===== src/hw/iam_pkg.sv =====
// Shared constants, types and helpers for the two-wire address match block
package iam_pkg;
    localparam int unsigned DATA_W = 8;
    localparam int unsigned FIFO_DEPTH = 16;
    localparam int unsigned CNT_W = 5;

    // Register byte offsets
    localparam logic [7:0] OFS_CTRL = 8'h00;
    localparam logic [7:0] OFS_OWN = 8'h04;
    localparam logic [7:0] OFS_MASK = 8'h08;
    localparam logic [7:0] OFS_BAUD = 8'h0c;
    localparam logic [7:0] OFS_STAT = 8'h10;
    localparam logic [7:0] OFS_RXDATA = 8'h14;

    // bus_control field positions
    localparam int CTL_ON = 15;
    localparam int CTL_CLOCK_LINE_RELEASE = 12;
    localparam int CTL_ALLADDR = 11;
    localparam int CTL_TENBIT = 10;
    localparam int CTL_BROADCAST_CALL_ENABLE = 7;
    localparam logic [15:0] CTL_RESET = 16'h1000;
    localparam logic [15:0] CTL_WMASK = 16'hbfff;
    localparam logic [15:0] CTL_HC_MASK = 16'h001f;

    localparam int unsigned ADDR10_W = 10;
    localparam logic [9:0] OWN_RESET = 10'h000;
    localparam logic [9:0] MASK_RESET = 10'h000;

    // Baud reload register and guidance values for a 16 MHz instruction clock
    localparam int unsigned BAUD_W = 9;
    localparam logic [8:0] BAUD_RESET = 9'h000;
    localparam logic [8:0] BAUD_100K = 9'h09d;
    localparam logic [8:0] BAUD_400K = 9'h025;
    localparam logic [8:0] BAUD_1M = 9'h00d;

    // Status field positions
    localparam int STAT_HIT = 0;
    localparam int STAT_GCALL = 1;
    localparam int STAT_OVF = 2;
    localparam int STAT_EMPTY = 3;
    localparam int STAT_FULL = 4;
    localparam int STAT_BUSY = 5;
    localparam int STAT_LVL = 8;

    localparam logic [3:0] BIT_ACK = 4'h8;
    localparam logic [3:0] BIT_END = 4'h9;
    localparam logic [4:0] HDR_10BIT = 5'h1e;
    localparam logic [4:0] RES_HIGH = 5'h1f;

    typedef enum logic [4:0] {
        ST_IDLE = 5'h01,
        ST_ADDR = 5'h02,
        ST_ADDR2 = 5'h04,
        ST_DATA = 5'h08,
        ST_SKIP = 5'h10
    } iam_state_e;

    typedef struct packed {
        logic scl;
        logic sda;
    } iam_line_s;

    typedef struct packed {
        logic ovf;
        logic gcall;
        logic hit;
    } iam_flags_s;

    // Every bit equal or masked out
    function automatic logic mask_match(input logic [7:0] rx, input logic [7:0] own,
                                        input logic [7:0] msk);
        mask_match = &(~(rx ^ own) | msk);
    endfunction

    // Addresses never matched as a 7-bit address (general call handled apart)
    function automatic logic reserved7(input logic [6:0] a, input logic rw);
        reserved7 = (a[6:3] == 4'h0 && !(a == 7'h00 && !rw)) || a[6:2] == RES_HIGH
                    || a[6:2] == HDR_10BIT;
    endfunction

    function automatic logic [31:0] apply_sel(input logic [31:0] old, input logic [31:0] nw,
                                              input logic [3:0] sel);
        for (int i = 0; i < 4; i++) begin
            if (sel[i]) begin
                old[8*i +: 8] = nw[8*i +: 8];
            end
        end
        apply_sel = old;
    endfunction
endpackage


===== src/hw/iam_slave.sv =====
// Two-wire slave with masked address match, reserved filter, registers and receive FIFO
// How it works
// - A mask bit set to one lets that received address bit take either value.
// - Masking applies only while the accept-all-addresses bit (bit 11) is clear.
// - Reserved addresses other than the ten-bit header are never matched or acknowledged, whatever the mask.
// - The all-zero write address is acknowledged only with broadcast call enabled.
// - The 1111 0xx pattern matches only as the upper byte in ten-bit mode.
// - The baud reload register holds the master clock divider; 157, 37, 13 are guides.
//
// Local design decisions: the Wishbone slave port and the address map.
`timescale 1ns/1ps
module iam_slave (
    input wire logic clk_sys,
    input wire logic rst_n,
    input wire logic ce,
    input wire logic wb_cyc_i,
    input wire logic wb_stb_i,
    input wire logic wb_we_i,
    input wire logic [7:0] wb_adr_i,
    input wire logic [3:0] wb_sel_i,
    input wire logic [31:0] wb_dat_i,
    output logic [31:0] wb_dat_o,
    output logic wb_ack_o,
    input wire logic scl_i,
    output logic scl_o,
    output logic scl_oe_n,
    input wire logic sda_i,
    output logic sda_o,
    output logic sda_oe_n,
    output logic pins_to_module
);
    // Pin synchronisers: a change counts once stages two and three agree
    iam_pkg::iam_line_s s1_q, s2_q, s3_q, line_q, prev_q, line_d;

    always_comb begin
        line_d = line_q;
        if (s2_q == s3_q) begin
            line_d = s3_q;
        end
    end

    always_ff @(posedge clk_sys or negedge rst_n) begin
        if (!rst_n) begin
            s1_q <= '1;
            s2_q <= '1;
            s3_q <= '1;
            line_q <= '1;
            prev_q <= '1;
        end else if (ce) begin
            s1_q <= {scl_i, sda_i};
            s2_q <= s1_q;
            s3_q <= s2_q;
            line_q <= line_d;
            prev_q <= line_q;
        end
    end

    logic rise, fall, start_c, stop_c;
    assign rise = line_q.scl && !prev_q.scl;
    assign fall = !line_q.scl && prev_q.scl;
    assign start_c = line_q.scl && prev_q.scl && prev_q.sda && !line_q.sda;
    assign stop_c = line_q.scl && prev_q.scl && !prev_q.sda && line_q.sda;

    // Registers
    logic [15:0] ctrl_q, ctrl_d;
    logic [9:0] own_q, own_d, mask_q, mask_d;
    logic [8:0] baud_q, baud_d;
    logic ack_q, ack_d;
    logic [31:0] dat_q, dat_d;
    logic [2:0] clr_flags;
    logic pop;

    // Receive FIFO
    logic push, fifo_ready, fifo_valid;
    logic [7:0] fifo_dout;
    logic [4:0] fifo_lvl;
    logic [7:0] sh_q, sh_d;

    iam_fifo #(.W(iam_pkg::DATA_W), .D(iam_pkg::FIFO_DEPTH)) u_fifo (
        .clk_sys(clk_sys),
        .rst_n(rst_n),
        .ce(ce),
        .in_valid(push),
        .in_ready(fifo_ready),
        .in_data(sh_q),
        .out_valid(fifo_valid),
        .out_ready(pop),
        .out_data(fifo_dout),
        .level(fifo_lvl)
    );

    // Slave state
    iam_pkg::iam_state_e st_q, st_d;
    logic [3:0] cnt_q, cnt_d;
    logic drv_q, drv_d;
    iam_pkg::iam_flags_s fl_q, fl_d;
    logic on, tenbit, all_addr, broadcast_call_enable, decide;
    logic [9:0] mask_eff;
    logic res7, gc7, m7, hdr_ok, m_lo;

    assign on = ctrl_q[iam_pkg::CTL_ON];
    assign tenbit = ctrl_q[iam_pkg::CTL_TENBIT];
    assign all_addr = ctrl_q[iam_pkg::CTL_ALLADDR];
    assign broadcast_call_enable = ctrl_q[iam_pkg::CTL_BROADCAST_CALL_ENABLE];
    assign mask_eff = all_addr ? '1 : mask_q;
    assign decide = fall && cnt_q == iam_pkg::BIT_ACK;
    assign res7 = iam_pkg::reserved7(sh_q[7:1], sh_q[0]);
    assign gc7 = sh_q == 8'h00 && broadcast_call_enable;
    assign m7 = iam_pkg::mask_match({1'b0, sh_q[7:1]}, {1'b0, own_q[6:0]},
                                    {1'b1, mask_eff[6:0]});
    assign hdr_ok = tenbit && !sh_q[0] && sh_q[7:3] == iam_pkg::HDR_10BIT
                    && iam_pkg::mask_match({6'h00, sh_q[2:1]}, {6'h00, own_q[9:8]},
                                           {6'h3f, mask_eff[9:8]});
    assign m_lo = iam_pkg::mask_match(sh_q, own_q[7:0], mask_eff[7:0]);
    assign push = decide && st_q == iam_pkg::ST_DATA && on;

    always_comb begin
        st_d = st_q;
        cnt_d = cnt_q;
        sh_d = sh_q;
        drv_d = drv_q;
        fl_d = fl_q;
        if (clr_flags[0]) fl_d.hit = 1'b0;
        if (clr_flags[1]) fl_d.gcall = 1'b0;
        if (clr_flags[2]) fl_d.ovf = 1'b0;
        if (!on) begin
            st_d = iam_pkg::ST_IDLE;
            drv_d = 1'b0;
        end else if (stop_c) begin
            st_d = iam_pkg::ST_IDLE;
            drv_d = 1'b0;
        end else if (start_c) begin
            st_d = iam_pkg::ST_ADDR;
            cnt_d = '0;
            drv_d = 1'b0;
        end else if (st_q != iam_pkg::ST_IDLE) begin
            if (rise && cnt_q < iam_pkg::BIT_END) begin
                if (cnt_q < iam_pkg::BIT_ACK) begin
                    sh_d = {sh_q[6:0], line_q.sda};
                end
                cnt_d = 4'(cnt_q + 1'b1);
            end
            if (fall && cnt_q == iam_pkg::BIT_END) begin
                drv_d = 1'b0;
                cnt_d = '0;
            end
            if (decide) begin
                unique case (st_q)
                    iam_pkg::ST_ADDR: begin
                        if (gc7) begin
                            drv_d = 1'b1;
                            fl_d.gcall = 1'b1;
                            st_d = iam_pkg::ST_DATA;
                        end else if (hdr_ok) begin
                            drv_d = 1'b1;
                            st_d = iam_pkg::ST_ADDR2;
                        end else if (!tenbit && !res7 && sh_q != 8'h00 && m7) begin
                            drv_d = 1'b1;
                            fl_d.hit = 1'b1;
                            st_d = sh_q[0] ? iam_pkg::ST_SKIP : iam_pkg::ST_DATA;
                        end else begin
                            st_d = iam_pkg::ST_SKIP;
                        end
                    end
                    iam_pkg::ST_ADDR2: begin
                        drv_d = m_lo;
                        if (m_lo) fl_d.hit = 1'b1;
                        st_d = m_lo ? iam_pkg::ST_DATA : iam_pkg::ST_SKIP;
                    end
                    iam_pkg::ST_DATA: begin
                        drv_d = fifo_ready;
                        if (!fifo_ready) fl_d.ovf = 1'b1;
                    end
                    iam_pkg::ST_SKIP: begin
                        drv_d = 1'b0;
                    end
                    iam_pkg::ST_IDLE: begin
                        drv_d = 1'b0;
                    end
                endcase
            end
        end
    end

    always_ff @(posedge clk_sys or negedge rst_n) begin
        if (!rst_n) begin
            st_q <= iam_pkg::ST_IDLE;
            cnt_q <= '0;
            sh_q <= '0;
            drv_q <= 1'b0;
            fl_q <= '0;
        end else if (ce) begin
            st_q <= st_d;
            cnt_q <= cnt_d;
            sh_q <= sh_d;
            drv_q <= drv_d;
            fl_q <= fl_d;
        end
    end

    // Open-drain pins: only the data line is ever pulled low, to acknowledge
    assign sda_o = 1'b0;
    assign sda_oe_n = !(drv_q && on);
    assign scl_o = 1'b0;
    assign scl_oe_n = 1'b1;
    assign pins_to_module = on;

    // Wishbone slave: ack one cycle after the request, unmapped reads give zero
    logic req, wr;
    logic [31:0] stat;
    assign req = wb_cyc_i && wb_stb_i && !ack_q;
    assign wr = req && wb_we_i;
    assign pop = req && !wb_we_i && wb_adr_i == iam_pkg::OFS_RXDATA && fifo_valid;
    assign stat = {19'h0, fifo_lvl, 2'h0, st_q != iam_pkg::ST_IDLE, !fifo_ready,
                   !fifo_valid, fl_q.ovf, fl_q.gcall, fl_q.hit};

    always_comb begin
        ctrl_d = ctrl_q & ~iam_pkg::CTL_HC_MASK;
        own_d = own_q;
        mask_d = mask_q;
        baud_d = baud_q;
        clr_flags = 3'h0;
        ack_d = req;
        dat_d = dat_q;
        if (wr) begin
            unique case (wb_adr_i)
                iam_pkg::OFS_CTRL: ctrl_d = 16'(iam_pkg::apply_sel({16'h0, ctrl_q},
                                                 wb_dat_i, wb_sel_i)) & iam_pkg::CTL_WMASK;
                iam_pkg::OFS_OWN: own_d = 10'(iam_pkg::apply_sel({22'h0, own_q},
                                                 wb_dat_i, wb_sel_i));
                iam_pkg::OFS_MASK: mask_d = 10'(iam_pkg::apply_sel({22'h0, mask_q},
                                                 wb_dat_i, wb_sel_i));
                iam_pkg::OFS_BAUD: baud_d = 9'(iam_pkg::apply_sel({23'h0, baud_q},
                                                 wb_dat_i, wb_sel_i));
                iam_pkg::OFS_STAT: clr_flags = wb_sel_i[0] ? wb_dat_i[2:0] : 3'h0;
                default: ;
            endcase
        end else if (req) begin
            unique case (wb_adr_i)
                iam_pkg::OFS_CTRL: dat_d = {16'h0, ctrl_q};
                iam_pkg::OFS_OWN: dat_d = {22'h0, own_q};
                iam_pkg::OFS_MASK: dat_d = {22'h0, mask_q};
                iam_pkg::OFS_BAUD: dat_d = {23'h0, baud_q};
                iam_pkg::OFS_STAT: dat_d = stat;
                iam_pkg::OFS_RXDATA: dat_d = fifo_valid ? {24'h0, fifo_dout} : 32'h0;
                default: dat_d = 32'h0;
            endcase
        end
    end

    always_ff @(posedge clk_sys or negedge rst_n) begin
        if (!rst_n) begin
            ctrl_q <= iam_pkg::CTL_RESET;
            own_q <= iam_pkg::OWN_RESET;
            mask_q <= iam_pkg::MASK_RESET;
            baud_q <= iam_pkg::BAUD_RESET;
            ack_q <= 1'b0;
            dat_q <= '0;
        end else if (ce) begin
            ctrl_q <= ctrl_d;
            own_q <= own_d;
            mask_q <= mask_d;
            baud_q <= baud_d;
            ack_q <= ack_d;
            dat_q <= dat_d;
        end
    end

    assign wb_ack_o = ack_q;
    assign wb_dat_o = dat_q;
endmodule


===== src/hw/iam_fifo.sv =====
// Flip-flop FIFO with valid/ready on both sides
`timescale 1ns/1ps
module iam_fifo #(
    parameter int unsigned W = 8,
    parameter int unsigned D = 16
) (
    input wire logic clk_sys,
    input wire logic rst_n,
    input wire logic ce,
    input wire logic in_valid,
    output logic in_ready,
    input wire logic [W-1:0] in_data,
    output logic out_valid,
    input wire logic out_ready,
    output logic [W-1:0] out_data,
    output logic [$clog2(D):0] level
);
    localparam int AW = $clog2(D);
    logic [W-1:0] mem_q [D];
    logic [W-1:0] mem_d [D];
    logic [AW-1:0] wr_q, wr_d, rd_q, rd_d;
    logic [AW:0] cnt_q, cnt_d;
    logic push, pop;

    assign in_ready = cnt_q != (AW+1)'(D);
    assign out_valid = cnt_q != '0;
    assign out_data = mem_q[rd_q];
    assign level = cnt_q;
    assign push = in_valid && in_ready;
    assign pop = out_valid && out_ready;

    always_comb begin
        mem_d = mem_q;
        wr_d = wr_q;
        rd_d = rd_q;
        cnt_d = cnt_q;
        if (push) begin
            mem_d[wr_q] = in_data;
            wr_d = AW'(wr_q + 1'b1);
        end
        if (pop) begin
            rd_d = AW'(rd_q + 1'b1);
        end
        if (push && !pop) begin
            cnt_d = (AW+1)'(cnt_q + 1'b1);
        end else if (pop && !push) begin
            cnt_d = (AW+1)'(cnt_q - 1'b1);
        end
    end

    always_ff @(posedge clk_sys or negedge rst_n) begin
        if (!rst_n) begin
            for (int i = 0; i < D; i++) begin
                mem_q[i] <= '0;
            end
            wr_q <= '0;
            rd_q <= '0;
            cnt_q <= '0;
        end else if (ce) begin
            mem_q <= mem_d;
            wr_q <= wr_d;
            rd_q <= rd_d;
            cnt_q <= cnt_d;
        end
    end
endmodule


===== config.mk =====
export PLATFORM = sky130hd
export DESIGN_NAME = iam_slave
export DESIGN_NICKNAME = d
export VERILOG_FILES = /design/src/hw/iam_pkg.sv /design/src/hw/iam_slave.sv /design/src/hw/iam_fifo.sv
export SDC_FILE = /design/constraint.sdc
export NUM_CORES = 1
export LEC_CHECK = 0
export BUFFER_PORTS_ARGS = -buffer_cell sky130_fd_sc_hd__buf_4
export CAP_MARGIN = 20
export CORE_UTILIZATION = 50
export DETAILED_ROUTE_END_ITERATION = 8
export PLACE_DENSITY = 0.67
export RECOVER_POWER = 100
export SLEW_MARGIN = 20
export SYNTH_ARGS = -nofsm -noshare
export SYNTH_HDL_FRONTEND = slang
export SYNTH_SLANG_ARGS = --single-unit
export TNS_END_PERCENT = 10

===== constraint.sdc =====
create_clock -name clk_sys -period 7.8 [get_ports clk_sys]
set_input_delay 2.34 -clock clk_sys [delete_from_list [all_inputs] [get_ports clk_sys]]
set_output_delay 2.34 -clock clk_sys [all_outputs]
set_load 0.02 [all_outputs]

==> results.toml <==
[critical_path]
crit_path_end_kind = "asynchronous set/reset pin"
crit_path_max_fanout = 114
cp-endpoint = "u_fifo.rd_q[1]"
path_depth = 2
slowest_stage = "clkbuf_2"
rr_worst_depth = 8
required_ns = 8.16
crit_path_frequent_cell = "clkbuf_2"
crit_type = "input pin to asynchronous set/reset pin"
startpoint_type = "input pin"
rr_endpoint = "u_fifo.mem_q[104]"
reg2reg_slack_ns = 4.30
critPathMaxStageDelay_ns = 1.95
cp_cell_sequence = "clkbuf_2 > clkbuf_2"
crit_family = "buffers and inverters"
arrival_ns = 5.89
r2r-start = "cnt_q[0]"
critical_path_buf_inv_count = 2
startpoint = "rst_n"

[route]
drtPass1Iterations = 4
antenna_left = 0
drt_iter0_drc = 309
wl_per_cell_um = 21.03
vias_per_cell = 5.803
post-route-drc-count = 0
wl_mm = 25.24
vias = 6964

[yosys]
synth_top_area_cell = "dfrtp_1"
synth.distinct_cells = 69
yosysMostFrequentCell = "dfrtp_1"
ys_ff_latch = 232
syn_area_per_cell_um2 = 13.28
postSynth.asyncResetShare_pct = 100.0
synth-main-ff-cell = "dfrtp_1"
yosysSeqAreaShare_pct = 50.74
synthesis.area_um2 = 11470
netlist.area_leader.share_pct = 47.99
synth_common_cells = "dfrtp_1, mux2_2, mux4_2"
synth_area_leaders = "dfrtp_1, mux2_2, mux4_2"
synth-edff-count = 0
syn_inst = 864
yosys_warnings = 0

[cts]
cts_hold_buffers = 0
cts_made_buffers = 26
cts-root-buf = "clkbuf_16"
cts_post_setup_buffers_inserted = 0
cts_buffer_depth = 3
ctsResizeCount = 0
path_clk_slew_ns = 0.06
insertion_delay_ns = 0.53
cts.sinks = 232
cts_tree = "done"
htreeDepth = 1

[place]
place.gp.congestion = 0.8767
dp.cells = 1152
port-buffer-count = 50
post-dp-hpwl_mm = 16.82
post-place-ws_ns = 2.427
place_area_um2 = 11960

[power]
ir_drop_mv = 0.1756
power_mw = 2.568
p_leak_nw = 5.823
p_per_area_nw_per_um2 = 203.0

[die]
io-pin-count = 90
rows = 55
fp.dieH_um = 153.5
die_area_um2 = 23550
die_w_um = 153.5
core_area_um2 = 22570
initial_utilization_pct = 50.82

[finish]
fillers = 1900
final_nets = 960
stdcell_area_um2 = 12650
num_antenna_cells = 0
multi_input_area_um2 = 5199
drive_gt1_share_pct = 36.07
fin_util_pct = 56.05
regArea_um2 = 5822
syn2layout_area_growth_pct = 10.29
stdcell_count = 1200

[grt]
antenna_found_initial = 0
grtUsageTotal_pct = 22.50
grt_overflow = 0
grt_start_max_net_pins = 115
grt_pass1_vias = 7366
grt_first_pass_wirelength_mm = 41.23

[sta]
slew_viol_final = 177
period_share_pct = 70.98
clock_skew_ns = 0.007160
final_hold_viol_count = 0
rsz0062_at_grt = "false"
slew_headroom_pct = -94.93
holdWs_ns = 0.4822
period_minus_slack_ns = 5.537
max_freq_mhz = 180.6
tns_ns = 0
fin_ws_ns = 2.263
setup_violations = 0
worst-slew-pin-transition_ns = 2.924

[status]
violations = "capacitance limit, slew limit"
status = "complete, but fails checks"

[job]
max_cap_violations = 2

[hold_path]
hp-class = "flop to flop"
whs_path_depth = 2
[final cells by class]
class	count	share of cell area, %
Tap cell	285	2.819
Inverter	17	0.5044
Timing Repair Buffer	55	2.641
Clock inverter	7	0.7813
Multi-Input combinational cell	563	41.09
Sequential cell	232	46.02
Clock buffer	41	6.142
[worst min path at each step]
stage	start	endpoint	slack (ns)
CTS	wb_dat_o[9]	wb_dat_o[9]	0.49
global placement	wb_dat_o[8]	wb_dat_o[8]	0.47
finish	wb_dat_o[9]	wb_dat_o[9]	0.48
detailed placement	wb_dat_o[9]	wb_dat_o[9]	0.48
global route	ctrl_q[13]	wb_dat_o[13]	0.50
floorplan	fl_q[1]	fl_q[1]	0.45
[power by group]
group,total (mW),switching [mW],internal [mW],leakage [nW]
sequential,1.24,0.0156,1.22,3.18
clock,1.23,0.478,0.748,0.427
combinational,0.102,0.0653,0.0367,2.21
total,2.57,0.558,2.01,5.82
[routing by layer]
metal | up-vias | track usage (%) | routed length, um
met2 | 144 | 37.86 | 12280
met5 | - | 0 | 0
met4 | 0 | 6.286 | 612
met3 | 45 | 2.864 | 828
met1 | 3595 | 30.80 | 11520
li1 | 3180 | - | -
[logic make-up (layout without fill, tap and decap cells)]
family | count (synthesis) | after routing | synth area share (%)
other cells | 2 | 20 | 0.06547
simple gates | 162 | 162 | 7.952
compound gates | 92 | 92 | 5.530
fa+ha+maj | 13 | 13 | 1.483
buf+inv | 87 | 120 | 3.687
mux | 242 | 242 | 27.88
flops | 232 | 232 | 50.74
xor+xnor | 34 | 34 | 2.661
[sequential cells by signal (all words and copies together), names as in the netlist, 3 cells and up]
name	count
u_fifo.mem_q	128
ctrl_q	15
wb_dat_o	15
mask_q	10
own_q	10
baud_q	9
sh_q	8
st_q	5
u_fifo.level	5
cnt_q	4
u_fifo.rd_q	4
u_fifo.wr_q	4
fl_q	3
[placed cells by master (no fill, tap or decap), types with 16 or more instances in the layout]
master       n
dfrtp_1    219
mux2_2     190
mux4_2      43
nand2_1     42
nor2_1      41
buf_4       32
clkbuf_1    27
clkbuf_16   26
xnor2_1     24
o21ai_0     23
conb_1      20
inv_1       17
nor3_1      16
(Power assumes the default switching activity.)
